<file path="src/logic/sac_pkg.sv">
package sac_pkg;

  // ==========================================================
  // Register map
  // ==========================================================
  localparam logic [15:0] ADDR_RWORD_LO = 16'hFF08;
  localparam logic [15:0] ADDR_RWORD_HI = 16'hFF09;
  localparam logic [15:0] ADDR_RBYTE    = 16'hFF1F;
  localparam logic [15:0] ADDR_PORT_DIR = 16'hFF22;
  localparam logic [15:0] ADDR_MODE     = 16'hFF28;
  localparam logic [15:0] ADDR_CHAN     = 16'hFF29;
  localparam logic [15:0] ADDR_PFUNC    = 16'hFF2F;

  // ==========================================================
  // Reset values
  // ==========================================================
  localparam logic [7:0]  DIR_RST   = 8'hFF;
  localparam logic [3:0]  PFUNC_RST = 4'h0;
  localparam logic [2:0]  CHAN_RST  = 3'h0;
  localparam logic [4:0]  CTIME_RST = 5'h00;
  localparam logic [15:0] RWORD_RST = 16'h0000;
  localparam logic [7:0]  RBYTE_RST = 8'h00;

  // ==========================================================
  // Field layout
  // ==========================================================
  localparam int          MODE_CEN_BIT  = 0;
  localparam int          MODE_CT_LSB   = 1;
  localparam int          MODE_CT_MSB   = 5;
  localparam int          MODE_RUN_BIT  = 7;
  localparam logic [3:0]  PFUNC_ALL_DIG = 4'h8;
  localparam int          PIN_CNT       = 8;
  localparam logic [5:0]  RES_PAD       = 6'h00;
  localparam logic [9:0]  SAR_MSB_TRIAL = 10'h200;
  localparam logic [3:0]  SAR_TOP_IDX   = 4'h9;

  // ==========================================================
  // Timing
  // ==========================================================
  localparam int          CLK_NS        = 4;
  localparam int          SAMPLE_NS     = 80;
  localparam int          SAMPLE_CYC    = (SAMPLE_NS + CLK_NS - 1) / CLK_NS;
  localparam logic [5:0]  SAMPLE_CNT    = 6'(SAMPLE_CYC);
  localparam logic [5:0]  STEP_BASE_CNT = 6'h04;

  typedef enum logic [1:0] {SAR_IDLE, SAR_SAMPLE, SAR_TEST} sac_sar_state_t;

endpackage

</file>
<file path="src/logic/sac_pin_decode.sv">
`timescale 1ns/10ps
`default_nettype none
module sac_pin_decode import sac_pkg::*; (
  input  wire logic       core_clk_i,
  input  wire logic       srst_i,
  input  wire logic [3:0] pfunc_i,
  input  wire logic [7:0] dir_i,
  output logic      [7:0] analog_o,
  output logic      [7:0] oe_n_o
);

  typedef struct packed {
    logic [7:0] analog;
    logic [7:0] oe_n;
  } sac_dec_state_t;

  sac_dec_state_t s_r;
  sac_dec_state_t s_nxt;
  logic [7:0]     analog_w;
  logic [7:0]     oe_n_w;

  // ==========================================================
  // Per-pin decode
  // ==========================================================
  for (genvar g = 0; g < PIN_CNT; g++) begin : g_pin
    // lowest pins digital
    assign analog_w[g] = !((pfunc_i <= PFUNC_ALL_DIG) &&
                           (4'(g) < pfunc_i));
    // Analog pins never drive, which keeps the prohibited mix harmless.
    // direction to buffer
    assign oe_n_w[g] = analog_w[g] | dir_i[g];
  end

  always_comb begin
    s_nxt        = s_r;
    s_nxt.analog = analog_w;
    s_nxt.oe_n   = oe_n_w;
  end

  always_ff @(posedge core_clk_i) begin
    if (srst_i) begin
      s_r <= '{analog: 8'hFF, oe_n: 8'hFF};
    end else begin
      s_r <= s_nxt;
    end
  end

  assign analog_o = s_r.analog;
  assign oe_n_o   = s_r.oe_n;

  // analog never driven
  AST_ANALOG_NO_DRIVE: assert property (@(posedge core_clk_i)
    disable iff (srst_i) ((analog_o & ~oe_n_o) == 8'h00))
    else $error("Analog pin has its output buffer on.");
  // all digital code
  AST_ALL_DIGITAL: assert property (@(posedge core_clk_i)
    disable iff (srst_i) (pfunc_i == PFUNC_ALL_DIG) |=> (analog_o == 8'h00))
    else $error("Code eight left an analog pin.");

endmodule
`default_nettype wire

</file>
<file path="src/logic/sac_sar_core.sv">
`timescale 1ns/10ps
`default_nettype none
module sac_sar_core import sac_pkg::*; (
  input  wire logic       core_clk_i,
  input  wire logic       srst_i,
  input  wire logic       run_i,
  input  wire logic       restart_i,
  input  wire logic [4:0] ctime_i,
  input  wire logic       cmp_i,
  output logic      [9:0] trial_o,
  output logic            sample_o,
  output logic            done_o,
  output logic      [9:0] result_o
);

  typedef struct packed {
    sac_sar_state_t state;
    logic [5:0]     cnt;
    logic [3:0]     idx;
    logic [9:0]     trial;
    logic           sample;
    logic           done;
    logic [9:0]     result;
  } sac_core_state_t;

  sac_core_state_t s_r;
  sac_core_state_t s_nxt;

  // ==========================================================
  // Approximation sequence
  // ==========================================================
  always_comb begin
    logic [9:0] dec;
    logic [5:0] step_len;
    logic [3:0] idx_m1;
    dec      = s_r.trial;
    // step time from field
    step_len = STEP_BASE_CNT + {3'h0, ctime_i[4:2]};
    idx_m1   = s_r.idx - 4'h1;
    s_nxt    = s_r;
    s_nxt.done = 1'b0;
    if (!run_i) begin
      // stop at once
      s_nxt.state  = SAR_IDLE;
      s_nxt.sample = 1'b0;
      s_nxt.cnt    = 6'h00;
    end else if (restart_i || s_r.state == SAR_IDLE) begin
      // restart from sampling
      s_nxt.state  = SAR_SAMPLE;
      s_nxt.sample = 1'b1;
      s_nxt.cnt    = SAMPLE_CNT;
    end else begin
      case (s_r.state)
        SAR_SAMPLE: begin
          if (s_r.cnt == 6'h01) begin
            // switch to hold
            s_nxt.state  = SAR_TEST;
            s_nxt.sample = 1'b0;
            // half scale first
            s_nxt.trial  = SAR_MSB_TRIAL;
            s_nxt.idx    = SAR_TOP_IDX;
            s_nxt.cnt    = step_len;
          end else begin
            s_nxt.cnt = s_r.cnt - 6'h01;
          end
        end
        SAR_TEST: begin
          if (s_r.cnt == 6'h01) begin
            // keep bit when input not below tap
            dec[s_r.idx] = cmp_i;
            if (s_r.idx == 4'h0) begin
              // convert again back to back
              s_nxt.result = dec;
              s_nxt.done   = 1'b1;
              s_nxt.state  = SAR_SAMPLE;
              s_nxt.sample = 1'b1;
              s_nxt.cnt    = SAMPLE_CNT;
              s_nxt.trial  = dec;
            end else begin
              dec[idx_m1] = 1'b1;
              s_nxt.idx   = idx_m1;
              s_nxt.trial = dec;
              s_nxt.cnt   = step_len;
            end
          end else begin
            s_nxt.cnt = s_r.cnt - 6'h01;
          end
        end
        default: begin
          s_nxt.state = SAR_IDLE;
        end
      endcase
    end
  end

  always_ff @(posedge core_clk_i) begin
    if (srst_i) begin
      s_r <= '{state: SAR_IDLE, cnt: 6'h00, idx: 4'h0, trial: 10'h000,
               sample: 1'b0, done: 1'b0, result: 10'h000};
    end else begin
      s_r <= s_nxt;
    end
  end

  // tap is trial value
  assign trial_o  = s_r.trial;
  assign sample_o = s_r.sample;
  assign done_o   = s_r.done;
  assign result_o = s_r.result;

  AST_FIRST_TRIAL: assert property (@(posedge core_clk_i)
    disable iff (srst_i)
    (s_r.state == SAR_TEST && $past(s_r.state) == SAR_SAMPLE)
    |-> (trial_o == SAR_MSB_TRIAL && !sample_o))
    else $error("First trial is not half scale.");
  AST_HOLD_IN_TEST: assert property (@(posedge core_clk_i)
    disable iff (srst_i) (s_r.state == SAR_TEST) |-> !sample_o)
    else $error("Sampling while testing bits.");
  AST_STOP_NOW: assert property (@(posedge core_clk_i)
    disable iff (srst_i) !run_i |=> (s_r.state == SAR_IDLE && !sample_o))
    else $error("Conversion did not stop.");
  AST_ABORT_RESTART: assert property (@(posedge core_clk_i)
    disable iff (srst_i)
    (run_i && restart_i) |=> (sample_o && s_r.cnt == SAMPLE_CNT))
    else $error("Channel write did not restart sampling.");
  AST_REPEAT: assert property (@(posedge core_clk_i)
    disable iff (srst_i) done_o |-> (s_r.state == SAR_SAMPLE && sample_o))
    else $error("No new conversion after completion.");

endmodule
`default_nettype wire

</file>
<file path="src/logic/sac_adc_ctrl.sv">
// Overview of operation
// Function code n makes lowest n pins digital; 0 all analog, 8 digital.
// Pin-function register reads upper nibble zero, resets to all analog.
// Writing pin-function register inserts a bus wait cycle.
// Small package: software avoids codes splitting the two missing pins.
// Direction bit 0 turns output buffer on, 1 makes pin input.
// Direction register resets to all ones, every pin input.
// Software keeps direction 1 on pins used as analog inputs.
// Pin role follows function and direction; analog output is prohibited.
// Enable bit powers comparator; run bit starts conversion.
// Software waits one microsecond between enable and run.
// Mode bits 5 to 1 select conversion time; step length uses only bits 5 to 3.
// Sample for a fixed time, then hold until conversion ends.
// First step tries bit 9 at half scale.
// Each step tries next bit; keep it when input not below tap.
// After ten bits copy result to both registers and pulse done.
// Conversions repeat back to back while run bit stays set.
// Channel write during conversion aborts and restarts from sampling.
// Word result holds ten bits; byte result holds top eight.
// Both result registers reset to zero.
// Software restarts with run bit, or changes channel by rewriting.
// Word result is left aligned; low six bits read zero.
// Channel selector is three bits picking one of eight inputs.
// Clearing run stops at once; results keep last value.
// Comparator decision is one input; tap is current trial value.
`timescale 1ns/10ps
`default_nettype none
module sac_adc_ctrl import sac_pkg::*; (
  input  wire logic        core_clk_i,
  input  wire logic        srst_i,
  input  wire logic [15:0] cpu_addr_i,
  input  wire logic        cpu_wr_i,
  input  wire logic        cpu_rd_i,
  input  wire logic [7:0]  cpu_wdata_i,
  output logic      [7:0]  cpu_rdata_o,
  output logic             cpu_wait_o,
  input  wire logic        cmp_result_i,
  output logic             comparator_enable_o,
  output logic             sample_hold_o,
  output logic      [9:0]  tap_trial_o,
  output logic      [2:0]  channel_selector_o,
  output logic      [7:0]  analog_pin_en_o,
  output logic      [7:0]  pin_oe_n_o,
  output logic             conversion_done_irq_o
);

  // ==========================================================
  // State
  // ==========================================================
  typedef struct packed {
    logic [7:0]  dir;
    logic [3:0]  pfunc;
    logic        cmp_en;
    logic [4:0]  ctime;
    logic        run;
    logic [2:0]  chan;
    logic [15:0] rword;
    logic [7:0]  rbyte;
    logic [7:0]  rdata;
    logic        bus_wait;
    logic        irq;
    logic        abort;
  } sac_top_state_t;

  sac_top_state_t s_r;
  sac_top_state_t s_nxt;
  logic           core_done;
  logic [9:0]     core_result;
  logic           wr_pfunc;
  logic           wr_chan;
  logic           rd_result;

  assign wr_pfunc  = cpu_wr_i && cpu_addr_i == ADDR_PFUNC;
  assign wr_chan   = cpu_wr_i && cpu_addr_i == ADDR_CHAN;
  assign rd_result = cpu_rd_i && (cpu_addr_i == ADDR_RWORD_LO ||
                                  cpu_addr_i == ADDR_RWORD_HI ||
                                  cpu_addr_i == ADDR_RBYTE);

  // ==========================================================
  // Register access and result capture
  // ==========================================================
  always_comb begin
    s_nxt       = s_r;
    s_nxt.irq   = 1'b0;
    s_nxt.abort = 1'b0;
    // wait on slow accesses
    s_nxt.bus_wait = wr_pfunc || wr_chan || rd_result;
    if (cpu_wr_i) begin
      case (cpu_addr_i)
        // direction register
        ADDR_PORT_DIR: s_nxt.dir = cpu_wdata_i;
        // function code stored
        ADDR_PFUNC: s_nxt.pfunc = cpu_wdata_i[3:0];
        ADDR_MODE: begin
          // enable and run bits
          s_nxt.cmp_en = cpu_wdata_i[MODE_CEN_BIT];
          s_nxt.run    = cpu_wdata_i[MODE_RUN_BIT];
          // conversion time field
          s_nxt.ctime  = cpu_wdata_i[MODE_CT_MSB:MODE_CT_LSB];
        end
        ADDR_CHAN: begin
          // three-bit channel
          s_nxt.chan  = cpu_wdata_i[2:0];
          // abort running conversion
          s_nxt.abort = s_r.run;
        end
        default: begin
          s_nxt.chan = s_r.chan;
        end
      endcase
    end
    if (cpu_rd_i) begin
      case (cpu_addr_i)
        ADDR_PORT_DIR: s_nxt.rdata = s_r.dir;
        // upper nibble reads zero
        ADDR_PFUNC:    s_nxt.rdata = {4'h0, s_r.pfunc};
        ADDR_MODE:     s_nxt.rdata = {s_r.run, 1'b0, s_r.ctime, s_r.cmp_en};
        ADDR_CHAN:     s_nxt.rdata = {5'h00, s_r.chan};
        ADDR_RWORD_LO: s_nxt.rdata = s_r.rword[7:0];
        ADDR_RWORD_HI: s_nxt.rdata = s_r.rword[15:8];
        ADDR_RBYTE:    s_nxt.rdata = s_r.rbyte;
        default:       s_nxt.rdata = 8'h00;
      endcase
    end
    if (core_done) begin
      // latch result and flag done
      // left aligned word
      s_nxt.rword = {core_result, RES_PAD};
      // byte holds top eight
      s_nxt.rbyte = core_result[9:2];
      s_nxt.irq   = 1'b1;
    end
  end

  always_ff @(posedge core_clk_i) begin
    if (srst_i) begin
      // direction all inputs
      // results cleared
      s_r <= '{dir: DIR_RST, pfunc: PFUNC_RST, cmp_en: 1'b0,
               ctime: CTIME_RST, run: 1'b0, chan: CHAN_RST,
               rword: RWORD_RST, rbyte: RBYTE_RST, rdata: 8'h00,
               bus_wait: 1'b0, irq: 1'b0, abort: 1'b0};
    end else begin
      s_r <= s_nxt;
    end
  end

  // ==========================================================
  // Sub-blocks
  // ==========================================================
  // Decoding is registered so the pin controls come straight from flops;
  // the price is one cycle between a register write and the pins.
  sac_pin_decode u_pin_decode (
    .core_clk_i (core_clk_i),
    .srst_i     (srst_i),
    .pfunc_i    (s_r.pfunc),
    .dir_i      (s_r.dir),
    .analog_o   (analog_pin_en_o),
    .oe_n_o     (pin_oe_n_o)
  );

  // run level keeps core going
  sac_sar_core u_sar_core (
    .core_clk_i (core_clk_i),
    .srst_i     (srst_i),
    .run_i      (s_r.run),
    .restart_i  (s_r.abort),
    .ctime_i    (s_r.ctime),
    .cmp_i      (cmp_result_i),
    .trial_o    (tap_trial_o),
    .sample_o   (sample_hold_o),
    .done_o     (core_done),
    .result_o   (core_result)
  );

  // ==========================================================
  // Outputs
  // ==========================================================
  assign cpu_rdata_o           = s_r.rdata;
  assign cpu_wait_o            = s_r.bus_wait;
  assign comparator_enable_o   = s_r.cmp_en;
  assign channel_selector_o    = s_r.chan;
  assign conversion_done_irq_o = s_r.irq;

  // ==========================================================
  // Checks
  // ==========================================================
  AST_DIR_RESET: assert property (@(posedge core_clk_i)
    srst_i |=> (s_r.dir == DIR_RST && pin_oe_n_o == 8'hFF))
    else $error("Direction register not all ones after reset.");
  AST_PFUNC_READ: assert property (@(posedge core_clk_i)
    disable iff (srst_i)
    (cpu_rd_i && cpu_addr_i == ADDR_PFUNC) |=> (cpu_rdata_o[7:4] == 4'h0))
    else $error("Pin-function upper bits not zero.");
  AST_PFUNC_WAIT: assert property (@(posedge core_clk_i)
    disable iff (srst_i) wr_pfunc |=> cpu_wait_o ##1 !cpu_wait_o || wr_pfunc
    || wr_chan || rd_result)
    else $error("No wait cycle on pin-function write.");
  AST_RESULT_PAIR: assert property (@(posedge core_clk_i)
    disable iff (srst_i) conversion_done_irq_o
    |-> (s_r.rword[15:8] == s_r.rbyte && s_r.rword[5:0] == 6'h00
         && s_r.rword[15:6] == $past(core_result)))
    else $error("Result registers disagree at completion.");
  AST_IRQ_NEEDS_RUN: assert property (@(posedge core_clk_i)
    disable iff (srst_i) conversion_done_irq_o |-> $past(s_r.run, 2))
    else $error("Completion after run was cleared.");
  AST_RESULT_KEEP: assert property (@(posedge core_clk_i)
    disable iff (srst_i) !conversion_done_irq_o |-> $stable(s_r.rword))
    else $error("Result changed without completion.");
  AST_CHAN_ABORT: assert property (@(posedge core_clk_i)
    disable iff (srst_i) (wr_chan && s_r.run && s_nxt.run)
    |=> ##1 (sample_hold_o && !core_done))
    else $error("Channel write did not restart conversion.");

endmodule
`default_nettype wire

</file>
<file path="config.mk">
export PLATFORM = sky130hd
export DESIGN_NAME = sac_adc_ctrl
export DESIGN_NICKNAME = d
export VERILOG_FILES = /design/src/logic/sac_pkg.sv /design/src/logic/sac_pin_decode.sv /design/src/logic/sac_sar_core.sv /design/src/logic/sac_adc_ctrl.sv
export SDC_FILE = /design/constraint.sdc
export NUM_CORES = 1
export LEC_CHECK = 0
export ABC_AREA = 1
export BUFFER_PORTS_ARGS = -buffer_cell sky130_fd_sc_hd__buf_2
export CAP_MARGIN = 20
export CELL_PAD_IN_SITES_DETAIL_PLACEMENT = 0
export CELL_PAD_IN_SITES_GLOBAL_PLACEMENT = 2
export CORE_ASPECT_RATIO = 0.5
export CORE_UTILIZATION = 29
export DETAILED_ROUTE_END_ITERATION = 10
export PLACE_DENSITY_LB_ADDON = 0.1
export SETUP_SLACK_MARGIN = 0.15
export SYNTH_ARGS = -nofsm -noshare
export SYNTH_HDL_FRONTEND = slang
export SYNTH_SLANG_ARGS = --single-unit
</file>
<file path="constraint.sdc">
create_clock -name core_clk_i -period 1.6 [get_ports core_clk_i]
set_clock_uncertainty 0.15 [all_clocks]
set_input_delay 0.08 -clock core_clk_i [delete_from_list [all_inputs] [get_ports core_clk_i]]
set_output_delay 0.08 -clock core_clk_i [all_outputs]
set_load 0.01 [all_outputs]
</file>
Word-level counts from Yosys, hierarchy flattened
Index checks and enable logic that the tools add are counted.
W data, S select, Z words.
{"block": "op_classes", "n_addsub": 3, "n_lt_le_gt_ge": 13, "eq_ne": 17, "muxes": 22, "bitwise": 15, "reduce_logical": 44}
{"operator": "$eq A16 B16 Y1 const B", "n": 7}
{"operator": "$pmux W8 S7", "n": 1}
{"operator": "$pmux W21 S2", "n": 1}
{"operator": "$mux W26", "n": 1}
{"operator": "$mux W6", "n": 3}
{"operator": "$lt A3 B4 Y1 const A", "n": 4}
{"operator": "$mux W15", "n": 1}
{"operator": "$logic_and A1 B1 Y1", "n": 13}
{"operator": "$mux W12", "n": 1}
{"operator": "$bwmux W10", "n": 1}
{"operator": "$lt A4 B5 Y1 const B", "n": 2}
{"operator": "$mux W10", "n": 1}
{"operator": "$or A10 B10 Y10", "n": 1}
{"operator": "$reduce_and A5 Y1", "n": 2}
{"operator": "$ne A3 B1 Y1 const B", "n": 3}
{"operator": "$demux W1 S4", "n": 2}
{"operator": "$ge A4 B1 Y1 const B", "n": 2}
{"operator": "$logic_not A1 Y1", "n": 8}
{"operator": "$lt A1 B4 Y1 const A", "n": 2}
{"operator": "$lt A2 B4 Y1 const A", "n": 2}
{"operator": "$or A1 B1 Y1", "n": 8}
{"operator": "$reduce_and A2 Y1", "n": 4}
{"operator": "$mux W7", "n": 1}
{"operator": "$eq A6 B1 Y1 const B", "n": 1}
{"operator": "24 further kinds", "n": 42}
{"block": "word_totals", "register_bits": 101, "inputBits": 29}

Longest topological paths before layout
Gate-level depths: netlist (run 1).
{"block": "depth", "depth_word": 10, "ltp_mapped": 13, "depth_no_buf": 13}

Hierarchy
From an unflattened synthesis (run 1), not the netlist that was laid out.
{"block": "hier_totals", "cells_unflattened": 703, "area_unflattened_um2": 4902.2}
{"module": "sac_sar_core", "instances": 1, "cells_per_inst": 327, "area_per_inst_um2": 2222.1, "seq_area_each_um2": 680.7}
{"module": "sac_adc_ctrl", "instances": 1, "cells_per_inst": 312, "area_per_inst_um2": 2153.3, "seq_area_each_um2": 860.8}
{"module": "sac_pin_decode", "instances": 1, "cells_per_inst": 64, "area_per_inst_um2": 526.8, "seq_area_each_um2": 320.3}

Least setup slack after synthesis (run 1)
OpenSTA, ideal clock, no wires.
{"block": "synth_timing", "kind": "flip-flop to flip-flop", "startpoint": "register u_sar_core.s_r[32] (netlist bit)", "endpoint": "register u_sar_core.s_r[23] (netlist bit)", "arrival_time_ns": 1.539, "required_time_ns": 1.380, "path_slack_ns": -0.160, "stages_incl_launch_ff": 13, "path_buffers": 0, "period_less_slack_ns": 1.760, "path_cell_list": "dfxtp_1 > inv_1 > ha_1 > nor2_2 > inv_2 > nor2_2 > inv_2 > nor2_2 > nand2_1 > nor2_2 > inv_1 > or2_0 > a21oi_1"}
{"block": "synth_via", "elab_chain_cells": 4, "word_cells_on_any_way": 11, "classes_between": "5 x eq/ne; 1 x mux; 1 x bitwise; 4 x reduce/logical"}
{"item": "start, declared", "line_no": "sac_sar_core.sv:26", "rtl": "sac_core_state_t s_r;"}
{"item": "start signal, assigned", "line_no": "sac_sar_core.sv:98", "rtl": "s_r <= '{state: SAR_IDLE, cnt: 6'h00, idx: 4'h0, trial: 10'h000,"}
{"item": "start signal, assigned", "line_no": "sac_sar_core.sv:101", "rtl": "s_r <= s_nxt;"}
{"item": "branches (longest 4 deep; another with $reduce_and A6 Y1)"}
Parallel ways; which one is timed is not known.
A chain may end at the register's enable or synchronous reset.

Final worst setup path (run 1)
{"block": "layout_timing", "startpoint": "register u_sar_core.s_r[32] (netlist bit)", "endpoint": "register u_sar_core.s_r, in the netlist u_sar_core.result_o[0]"}
{"block": "layout_via", "elab_chain_cells": 4, "word_cells_on_any_way": 5, "classes_between": "1 x eq/ne; 1 x bitwise; 3 x reduce/logical"}
{"item": "$logic_not A2 Y1", "line_no": "sac_sar_core.sv:47", "rtl": "end else if (restart_i || s_r.state == SAR_IDLE) begin"}
{"item": "$logic_or A1 B1 Y1", "line_no": "sac_sar_core.sv:47"}
{"item": "$not A1 Y1 (no line)"}
{"item": "$reduce_and A5 Y1 (no line) *"}
Every way passes the cells marked *; elsewhere a longest branch is shown, timed or not.

==> results of run 1 <==
-- synth_stat cells, types with 2 or more instances --
cell      number  area share, %
nor2_2        13            1.8
or2_2          3           0.41
a211oi_1       7            1.1
buf_2          5           0.55
nand3_1       50            5.5
a21oi_1       56            6.1
nor3_1         5           0.55
a31oi_1        3           0.41
o211ai_1       4           0.65
nor2_4         5            1.2
inv_1         59            4.8
nand2_2        3           0.41
nand2_1      104            8.5
o21ai_1       12            1.3
or2_1          3           0.41
nand4_1        4           0.55
ha_1          11            3.0
inv_2          8           0.65
nor3_4         2           0.71
buf_4         24            3.9
mux2i_1        9            2.0
o21ai_0       44            4.8
nor3_2         2           0.44
clkbuf_1      10           0.82
inv_4          2           0.27
nor2_1        55            4.5
nand2_4        3           0.74
dfxtp_1       93             41
-- worst min-delay path by stage --
stage,depth (start not counted),endpoint,slack [ns]
after floorplan,2,s_r[48]$_SDFFE_PP0P_,0.08
after global placement,3,s_r[55]$_SDFFE_PP1P_,0.20
after detailed placement,3,s_r[55]$_SDFFE_PP1P_,0.20
after CTS,4,u_pin_decode.analog_o[7]$_SDFF_PP1_,0.04
after global routing,4,u_pin_decode.analog_o[7]$_SDFF_PP1_,0.06
final,4,u_pin_decode.analog_o[7]$_SDFF_PP1_,0.07
-- metal layers --
metal / vias up / share of wire (%)
li1: 2298 / -
met1: 2004 / 53
met2: 54 / 43
met3: 12 / 2.9
met4: 0 / 1.1
met5: - / 0
-- cell type report --
class                      count  area, um2
inverter                      70        277
timing repair buffer         181       1390
sequential                    93       1870
multi-input combinational    411       2450
clock inverter                 5       58.8
tap                          204        255
fill                        1621       8860
clock buffer                  11        253
-- metrics by stage --
step	area, um2	instances	setup TNS [ns]	hold WS, ns
after floorplan	4620	615	-0.129	0.0781
after global placement	5620	926	-1.46	0.199
after detailed placement	5620	926	-2.15	0.200
after CTS	6380	967	-1.14	0.0442
after global routing	6560	975	-4.43	0.0609
final	6560	975	-0.988	0.0720
-- cell families after synthesis --
| group | after synthesis | share of synthesized area (%) |
|---|---|---|
| and+or+nand+nor | 256 | 26.7 |
| xor gates and xnor gates | 3 | 0.736 |
| buffers and inverters | 111 | 11.5 |
| AOI/OAI and AO/OA | 132 | 15.6 |
| DFF | 93 | 40.6 |
| adders and majority gates | 11 | 3.00 |
| muxes | 9 | 1.96 |
-- state kept, by name (all words and copies together) (netlist names) --
signal	flops
channel_selector_o	3
comparator_enable_o	1
conversion_done_irq_o	1
cpu_rdata_o	8
cpu_wait_o	1
s_r	29
u_pin_decode.analog_o	8
u_pin_decode.oe_n_o	8
u_sar_core.done_o	1
u_sar_core.result_o	10
u_sar_core.s_r	12
u_sar_core.sample_o	1
u_sar_core.trial_o	10
-- worst min-delay path, stage by stage --
cell and delay (ns):
buf_2 0.15, buf_4 0.16, nor2_1 0.04, inv_1 0.09
-- what timing repair did --
action,CTS,global route
gates cloned,1,1
setup buffers,14,8
gates resized for setup,54,27
hold endpoints to repair,31,0
pin swaps,16,10
endpoints found under the setup margin,36,52
hold buffers,10,0
-- report_power, final --
group / internal (mW) / switching [mW] / leakage, nW
Sequential: 2.31 / 0.00000919 / 0.754
Combinational: 0.0678 / 0.109 / 1.97
Clock: 1.30 / 0.963 / 0.148
Total: 3.68 / 1.07 / 2.87
==> flow_summary.yaml, run 1 <==
outcome:
  status: "complete, but fails checks"
  violations: "DRC, setup timing"
setup_path:
  crit_buf_inv: 6
  crit_end: "u_sar_core.result_o[0]$_SDFFE_PP0P_"
  worstSetupPathType: "flop to flop"
  path_common_cell: "nand2_4"
  worstPathMaxFanout: 5
  setup.worst_path.start: "u_sar_core.s_r[32]$_SDFFE_PP0P_"
  worstSetupEndpointType: "flop"
  crit_family: "buffers and inverters"
  path_cells: "inv_2 -> buf_4 -> ha_4 -> buf_6 -> nand2_4 -> inv_4 -> nand2_4 -> nor2_4 -> buf_12 -> clkbuf_16 -> a211oi_2"
  cp.arrival_ns: 1.81
  critPathLaunchType: "flop"
  crit_cells: 11
  r2r-end: "u_sar_core.result_o[0]$_SDFFE_PP0P_"
  reg2reg_slack_ns: -0.08
  cp_slowest_stage_delay_ns: 0.33
  cp_slowest_cell: "dfxtp_2"
  required_ns: 1.73
  r2r_start: "u_sar_core.s_r[32]$_SDFFE_PP0P_"
  rr_worst_depth: 11
power:
  p_per_area_nw_per_um2: 725
  peakVddDrop_mv: 0.482
  p_leak_nw: 2.87
  total_power_mw: 4.75
global_routing:
  antenna_found_initial: 0
  globalRouteTotalUtil_pct: 17.1
  grt_max_degree: 23
  use_met3_pct: 4.13
  grt_pass1_wl_um: 21800
  busiest_layer: "met2"
  met1_usage_pct: 23.5
  overflow: 0
  use_met2_pct: 26.7
  first_global_vias: 4260
placement:
  portBuffers: 69
  gp_congestion: 0.794
  dpl_worst_slack_ns: -0.173
  hpwl_um: 10100
routing:
  drc_errors: 5
  via_per_inst: 4.48
  antenna_left: 0
  vias: 4368
  finalWirelength_um: 13200
  drt-wirelength-per-cell_um: 13.6
  drt_iter0_markers: 166
  drt_pass1_iterations: 10
finish:
  area_growth_pct: 42.8
  final_cell_mix: "nand2_1, dfxtp_1, buf_4, buf_2, nor2_1"
  final_common_cell: "nand2_1"
  antenna_cells: 0
  final_util_pct: 42.5
  drive_above_1_share_pct: 37.7
  nets: 806
floorplanning:
  pin_count: 70
  core_area_um2: 15400
  die_w_um: 180
  die_area_um2: 16400
  rows: 32
  die_h_um: 91.0
  start_util_pct: 29.8
synth:
  async_flop_share_pct: 0
  yosys_warnings: 0
  synth_nets: 655
  yosysSeqAreaShare_pct: 40.6
  synth_edf_count: 0
  ys_seq_elements: 93
  synth_area_per_cell_um2: 7.46
  synth_cells: 615
  syn_area_um2: 4590
  synth_cell_types: 44
  synth_ff_type: "dfxtp_1"
clock_network:
  htreeDepth: 3
  cts_tree: "done"
  cts-root-buf: "clkbuf_16"
  cts_sinks: 93
  numCtsBuffers: 9
  worstSkewPairLatency_ns: 0.35
  clkTransAtPathRegs_ns: 0.07
  cts_buffer_depth: 2
sta:
  post-route-min-period_ns: 1.68
  slew_headroom_pct: 75.5
  hold_viol_final: 0
  rsz0062_at_grt: "yes"
  fmax_mhz: 595
  worstMarginPinSlew_ns: 0.367
  final.setup.worst_slack_ns: -0.0796
  fin_crit_sh_pct: 105
  setup_violations: 24
  slew_viol_final: 0
run:
  cap_violations: 0
min_path:
  hold_class: "primary input to flop"
  hp-start: "srst_i"
Power figures use the tool's default switching activity.
==> inputs of run 2 (changes only) <==
BUFFER_PORTS_ARGS = unset   (was -buffer_cell sky130_fd_sc_hd__buf_2)
CORE_UTILIZATION = 33   (was 29)
DONT_BUFFER_PORTS = 1   (was unset)
MAX_ROUTING_LAYER = met4   (was unset)
==> run 2 against run 1 <==
Net effect: the flow finishes with violations (hold timing, setup timing); critical path type unchanged; clock power about the same; combinational power down 36%; maximum frequency down 1.9%; die area down 12%; global-route usage up 2.4 points; total power down 1.6%; final area down 5.2%; cell count down 8.8%; largest cell class unchanged; wire length down 2.8%; sequential power about the same; via count down 7.2%; non-clock buffer count down 74.
==> flow_summary.yaml, run 2 (synthesis results as in run 1) <==
placement:
  dpl_cell_area_um2: 5150
  portBuffers: 0
  hpwl_um: 9120
  gp_congestion: 0.823
finish:
  drive_above_1_share_pct: 32.1
  final_util_pct: 45.9
  nets: 732
  top_register: "s_r"
  final_common_cell: "nand2_1"
  largestRegisters: "s_r (29), u_sar_core.s_r (12)"
  area_growth_pct: 35.4
  final_cell_mix: "nand2_1, dfxtp_1, buf_4, nor2_1, inv_1"
  fillers: 1376
  antenna_cells: 0
  largest_reg_flops: 29
  final_area_um2: 6220
floorplanning:
  rows: 30
  core_area_um2: 13600
  die_w_um: 169
  die_h_um: 85.4
  start_util_pct: 33.9
  die_area_um2: 14400
  pin_count: 70
sta:
  final.setup.worst_slack_ns: -0.112
  fmax_mhz: 584
  hold_viol_final: 39
  setup_violations: 23
  worstMarginPinSlew_ns: 0.431
  rsz0062_at_grt: "yes"
  fin_setup_tns_ns: -1.14
  slew_viol_final: 0
  slew_headroom_pct: 71.2
  post-route-min-period_ns: 1.71
  whs_ns: -0.357
  fin_crit_sh_pct: 107
routing:
  drt-wirelength-per-cell_um: 14.5
  via_per_inst: 4.56
  vias: 4054
  antenna_left: 0
  drc_errors: 0
  drt_pass1_iterations: 6
  drt_iter0_markers: 156
  finalWirelength_um: 12900
power:
  p_per_area_nw_per_um2: 752
  p_leak_nw: 2.56
  peakVddDrop_mv: 0.461
  total_power_mw: 4.68
clock_network:
  ctsHoldBuffers: 17
  numCtsBuffers: 9
  cts_tree: "done"
  cts_buffer_depth: 2
  cts-root-buf: "clkbuf_16"
  clkTransAtPathRegs_ns: 0.07
  cts_sinks: 93
  worstSkewPairLatency_ns: 0.34
  htreeDepth: 3
min_path:
  hold_class: "primary input to flop"
global_routing:
  overflow: 0
  grt_pass1_wl_um: 21100
  grt_max_degree: 34
  antenna_found_initial: 0
  first_global_vias: 3971
  globalRouteTotalUtil_pct: 19.5
setup_path:
  worstSetupEndpointType: "flop"
  worstPathMaxFanout: 3
  required_ns: 1.73
  worstSetupPathType: "flop to flop"
  cp.arrival_ns: 1.84
  critPathLaunchType: "flop"
outcome:
  violations: "hold timing, setup timing"
  status: "complete, but fails checks"
run:
  cap_violations: 0
## run 2: cell count changes in the layout (fill, tap and decap cells not counted), sizes merged
cell | before | now
clkinv | 3 | 1
clkbuf | 12 | 9
buf | 170 | 90
inv | 69 | 72
dlygate4sd3 | 10 | 17
clkinvlp | 2 | 3
## run 2: layout make-up
type,count,area (um2),area share (%)
multi-input cells,411,2540,40.8
flip-flops and latches,93,1870,30.1
repair buffers,107,982,15.8
inverters,70,282,4.53
well taps,192,240,3.86
clock buffers,9,225,3.62
clock inverters,7,81.3,1.31
## run 2: routing by layer
metal	share of wire (%)	track usage, %	vias to the layer above	routed length [um]
met3	3.5	4.24	9	448
met4	0.69	3.97	0	89
li1	-	-	2166	-
met2	44	30.2	54	5700
met5	0	-	-	0
met1	51	26.0	1825	6620
## run 2: path summary, 6_finish.rpt
path	to	cells past startpoint	start	slack [ns]
max reg2reg	u_sar_core.s_r[23]$_SDFFE_PP0P_	12	u_sar_core.s_r[33]$_SDFFE_PP0P_	-0.11
min	u_sar_core.s_r[24]$_SDFFE_PP0P_	1	srst_i	-0.36
min reg2reg	s_r[40]$_SDFFE_PP0P_	2	s_r[40]$_SDFFE_PP0P_	0.31
max	u_sar_core.s_r[23]$_SDFFE_PP0P_	12	u_sar_core.s_r[33]$_SDFFE_PP0P_	-0.11
## run 2: where the power goes
part	leakage [nW]	internal, mW	switching [mW]	total, mW
logic	1.67	0.0464	0.0677	0.114
clock network	0.141	1.24	1.01	2.25
registers	0.753	2.31	0.0000141	2.31
total	2.56	3.59	1.08	4.68
## run 2: through the flow
stage               setup WS, ns  instances
global route              -0.198        889
floorplan                -0.0940        615
finish                    -0.112        889
global placement          -0.120        832
detailed placement        -0.129        832
CTS                      -0.0875        877
## run 2: critical path: stages (launching register included)
cell     delay, ns
dfxtp_2       0.34
inv_2         0.05
ha_4          0.16
nor2_4        0.09
inv_2         0.05
nor2_2        0.09
inv_2         0.07
nor2_2        0.11
nand2_2       0.09
nor2_4        0.12
inv_2         0.04
or2_0         0.19
a21oi_1       0.12
## run 2: what timing repair did
item                                    in CTS  in global routing
pin swaps                                   15                 15
gates cloned                                 1                  1
hold endpoints to repair                    79                 39
setup buffers                               11                 11
endpoints found under the setup margin      37                 54
gates resized for setup                     64                 51
==> inputs of run 3 (changes only) <==
ABC_AREA = unset   (was 1)
CORE_MARGIN = 4   (was unset)
CORE_UTILIZATION = 34   (was 33)
==> run 3 against run 2 <==
Net effect: flip-flop and latch count stayed put; the flow still finishes with violations (hold timing, setup timing); critical path depth is 5 lower; synthesized area down 4.7%; clock-buffer cell count stayed put; largest power group is now clock; hold slack gained 0.0017 ns.
==> flow_summary.yaml, run 3 <==
power:
  p_per_area_nw_per_um2: 781
  total_power_mw: 4.83
  p_leak_nw: 2.38
  peakVddDrop_mv: 0.471
synth:
  synth_common_cells: "dfxtp_1, nand2_1, nor2_1"
  yosysSeqAreaShare_pct: 42.5
  synth_top_family_by_area: "simple AND/OR/NAND/NOR gates"
  synthAdderAreaFrac_pct: 3.14
  yosys-mux-area-fraction_pct: 5.26
  synth_compound_area_share_pct: 16.6
  synth_cells: 503
  async_flop_share_pct: 0
  synth_area_per_cell_um2: 8.70
  yosys.area.top_type_share_pct: 42.5
  syn_area_um2: 4380
  synth_xor_area_share_pct: 0.800
  synth_top_cell_by_area: "dfxtp_1"
  synth_cell_types: 59
  ys_seq_elements: 93
  synth-simple-area-share_pct: 24.2
  post-synth-top-count-cell: "dfxtp_1"
  yosys_warnings: 0
  synth_edf_count: 0
  synth_ff_type: "dfxtp_1"
  synth_nets: 543
  synth.area.top_cells: "dfxtp_1, nand2_1, mux2i_1"
placement:
  portBuffers: 0
  gp_congestion: 0.828
  dp.cells: 708
  hpwl_um: 9410
finish:
  final_common_cell: "dfxtp_1"
  final_util_pct: 50.8
  drive_above_1_share_pct: 39.0
  ff_latch_area_um2: 1880
  top_register: "s_r"
  largest_reg_flops: 29
  final_cell_mix: "dfxtp_1, buf_4, nand2_1, nor2_1, mux2i_1"
  instances_no_fill: 754
  nets: 624
  largestRegisters: "s_r (29), u_sar_core.s_r (12)"
  multi_input_area_um2: 2670
  fillers: 1143
  area_growth_pct: 41.4
  antenna_cells: 0
sta:
  whs_ns: -0.355
  worstMarginPinSlew_ns: 0.448
  final.setup.worst_slack_ns: -0.236
  post-route-min-period_ns: 1.84
  fin_crit_sh_pct: 115
  hold_viol_final: 62
  setup_violations: 32
  fmax_mhz: 545
  slew_headroom_pct: 70.0
  slew_viol_final: 0
  rsz0062_at_grt: "yes"
  fin_setup_tns_ns: -3.93
global_routing:
  antenna_found_initial: 0
  grt_max_degree: 47
  globalRouteTotalUtil_pct: 17.9
  grt_pass1_wl_um: 20500
  first_global_vias: 3849
  overflow: 0
clock_network:
  cts_sinks: 93
  clkTransAtPathRegs_ns: 0.07
  cts_tree: "done"
  worstSkewPairLatency_ns: 0.34
  htreeDepth: 3
  cts-root-buf: "clkbuf_16"
  numCtsBuffers: 9
  cts_buffer_depth: 2
setup_path:
  worstSetupPathType: "flop to flop"
  cp.arrival_ns: 1.91
  worstPathMaxFanout: 2
  cp_slowest_stage_delay_ns: 0.37
  crit_buf_inv: 1
  path_cells: "inv_2 -> ha_4 -> and4bb_2 -> nand4_1 -> or3_1 -> a21oi_2 -> a211oi_1"
  crit_family: "simple AND/OR/NAND/NOR gates"
  critPathLaunchType: "flop"
  cp_slowest_cell: "or3_1"
  required_ns: 1.68
  worstSetupEndpointType: "flop"
floorplanning:
  die_area_um2: 14900
  core_area_um2: 12200
  die_w_um: 168
  start_util_pct: 35.9
  rows: 28
  pin_count: 70
  die_h_um: 88.2
routing:
  drt_iter0_markers: 188
  drc_errors: 0
  finalWirelength_um: 12900
  vias: 3948
  antenna_left: 0
  via_per_inst: 5.24
  drt-wirelength-per-cell_um: 17.1
  drt_pass1_iterations: 4
outcome:
  status: "complete, but fails checks"
  violations: "hold timing, setup timing"
run:
  cap_violations: 0
min_path:
  hold_class: "primary input to flop"
run 3: changes by cell type after synthesis, sizes merged, moves of 14 or more:
cell,previous run,this run
o21ai,57,26
a21oi,56,25
nor2,73,41
mux2i,9,23
nand3,52,33
nand2,110,66
inv,69,13
run 3: cell type report:
class	count	share of cell area (%)
Sequential cell	93	30.4
Clock inverter	7	1.70
Tap cell	165	3.34
Inverter	14	0.889
Timing Repair Buffer	116	16.9
Clock buffer	9	3.64
Multi-Input combinational cell	350	43.1
run 3: worst register-to-register path: stages (launching register included):
cell and delay, ns:
dfxtp_2 0.34, inv_2 0.05, ha_4 0.26, and4bb_2 0.24
nand4_1 0.13, or3_1 0.37, a21oi_2 0.14, a211oi_1 0.05
run 3: cells by family after synthesis:
group,after synthesis
AO/OA/AOI/OAI,109
XOR/XNOR,4
adder cells (fa/ha/maj),11
buffers and inverters,60
flip-flops,93
multiplexers,23
AND/OR/NAND/NOR,203
run 3: path summary, 6_finish.rpt:
check | from | end | slack, ns | cells past startpoint
hold / removal | srst_i | u_sar_core.s_r[23]$_SDFFE_PP0P_ | -0.36 | 1
setup reg to reg | u_sar_core.s_r[32]$_SDFFE_PP0P_ | u_sar_core.s_r[25]$_SDFFE_PP0P_ | -0.24 | 7
hold reg to reg | s_r[40]$_SDFFE_PP0P_ | s_r[40]$_SDFFE_PP0P_ | 0.31 | 2
setup / recovery | u_sar_core.s_r[32]$_SDFFE_PP0P_ | u_sar_core.s_r[25]$_SDFFE_PP0P_ | -0.24 | 7
run 3: through the flow:
stage / hold WS [ns] / area (um2) / worst slack, ns
3_5_place_dp: 0.000533 / 5210 / -0.347
3_3_place_gp: -0.0000173 / 5210 / -0.300
2_1_floorplan: 0.0739 / 4590 / -0.308
5_1_grt: -0.378 / 6190 / -0.302
6_report: -0.355 / 6190 / -0.236
4_1_cts: -0.366 / 5880 / -0.219
run 3: where the power goes:
group / switching [mW] / leakage (nW) / internal [mW]
clock: 0.985 / 0.164 / 1.40
sequential: 0.00000904 / 0.756 / 2.31
combinational: 0.0807 / 1.46 / 0.0563
total: 1.07 / 2.38 / 3.77
run 3: routing by layer:
metal	up-vias	part of all wire, %	track usage [%]	wire length, um
met1	1904	49	23.3	6340
li1	1954	-	-	-
met5	-	0	-	0
met4	0	1.1	4.49	141
met3	14	4.7	4.51	605
met2	76	45	28.1	5790
run 3: what timing repair did:
item / in CTS / in global routing
hold buffers: 9 / 5
pin swaps: 25 / 25
endpoints found under the hold margin: 71 / 71
gates resized for setup: 52 / 49
cloned: 1 / 0
setup buffers: 6 / 9
endpoints found under the setup margin: 38 / 55
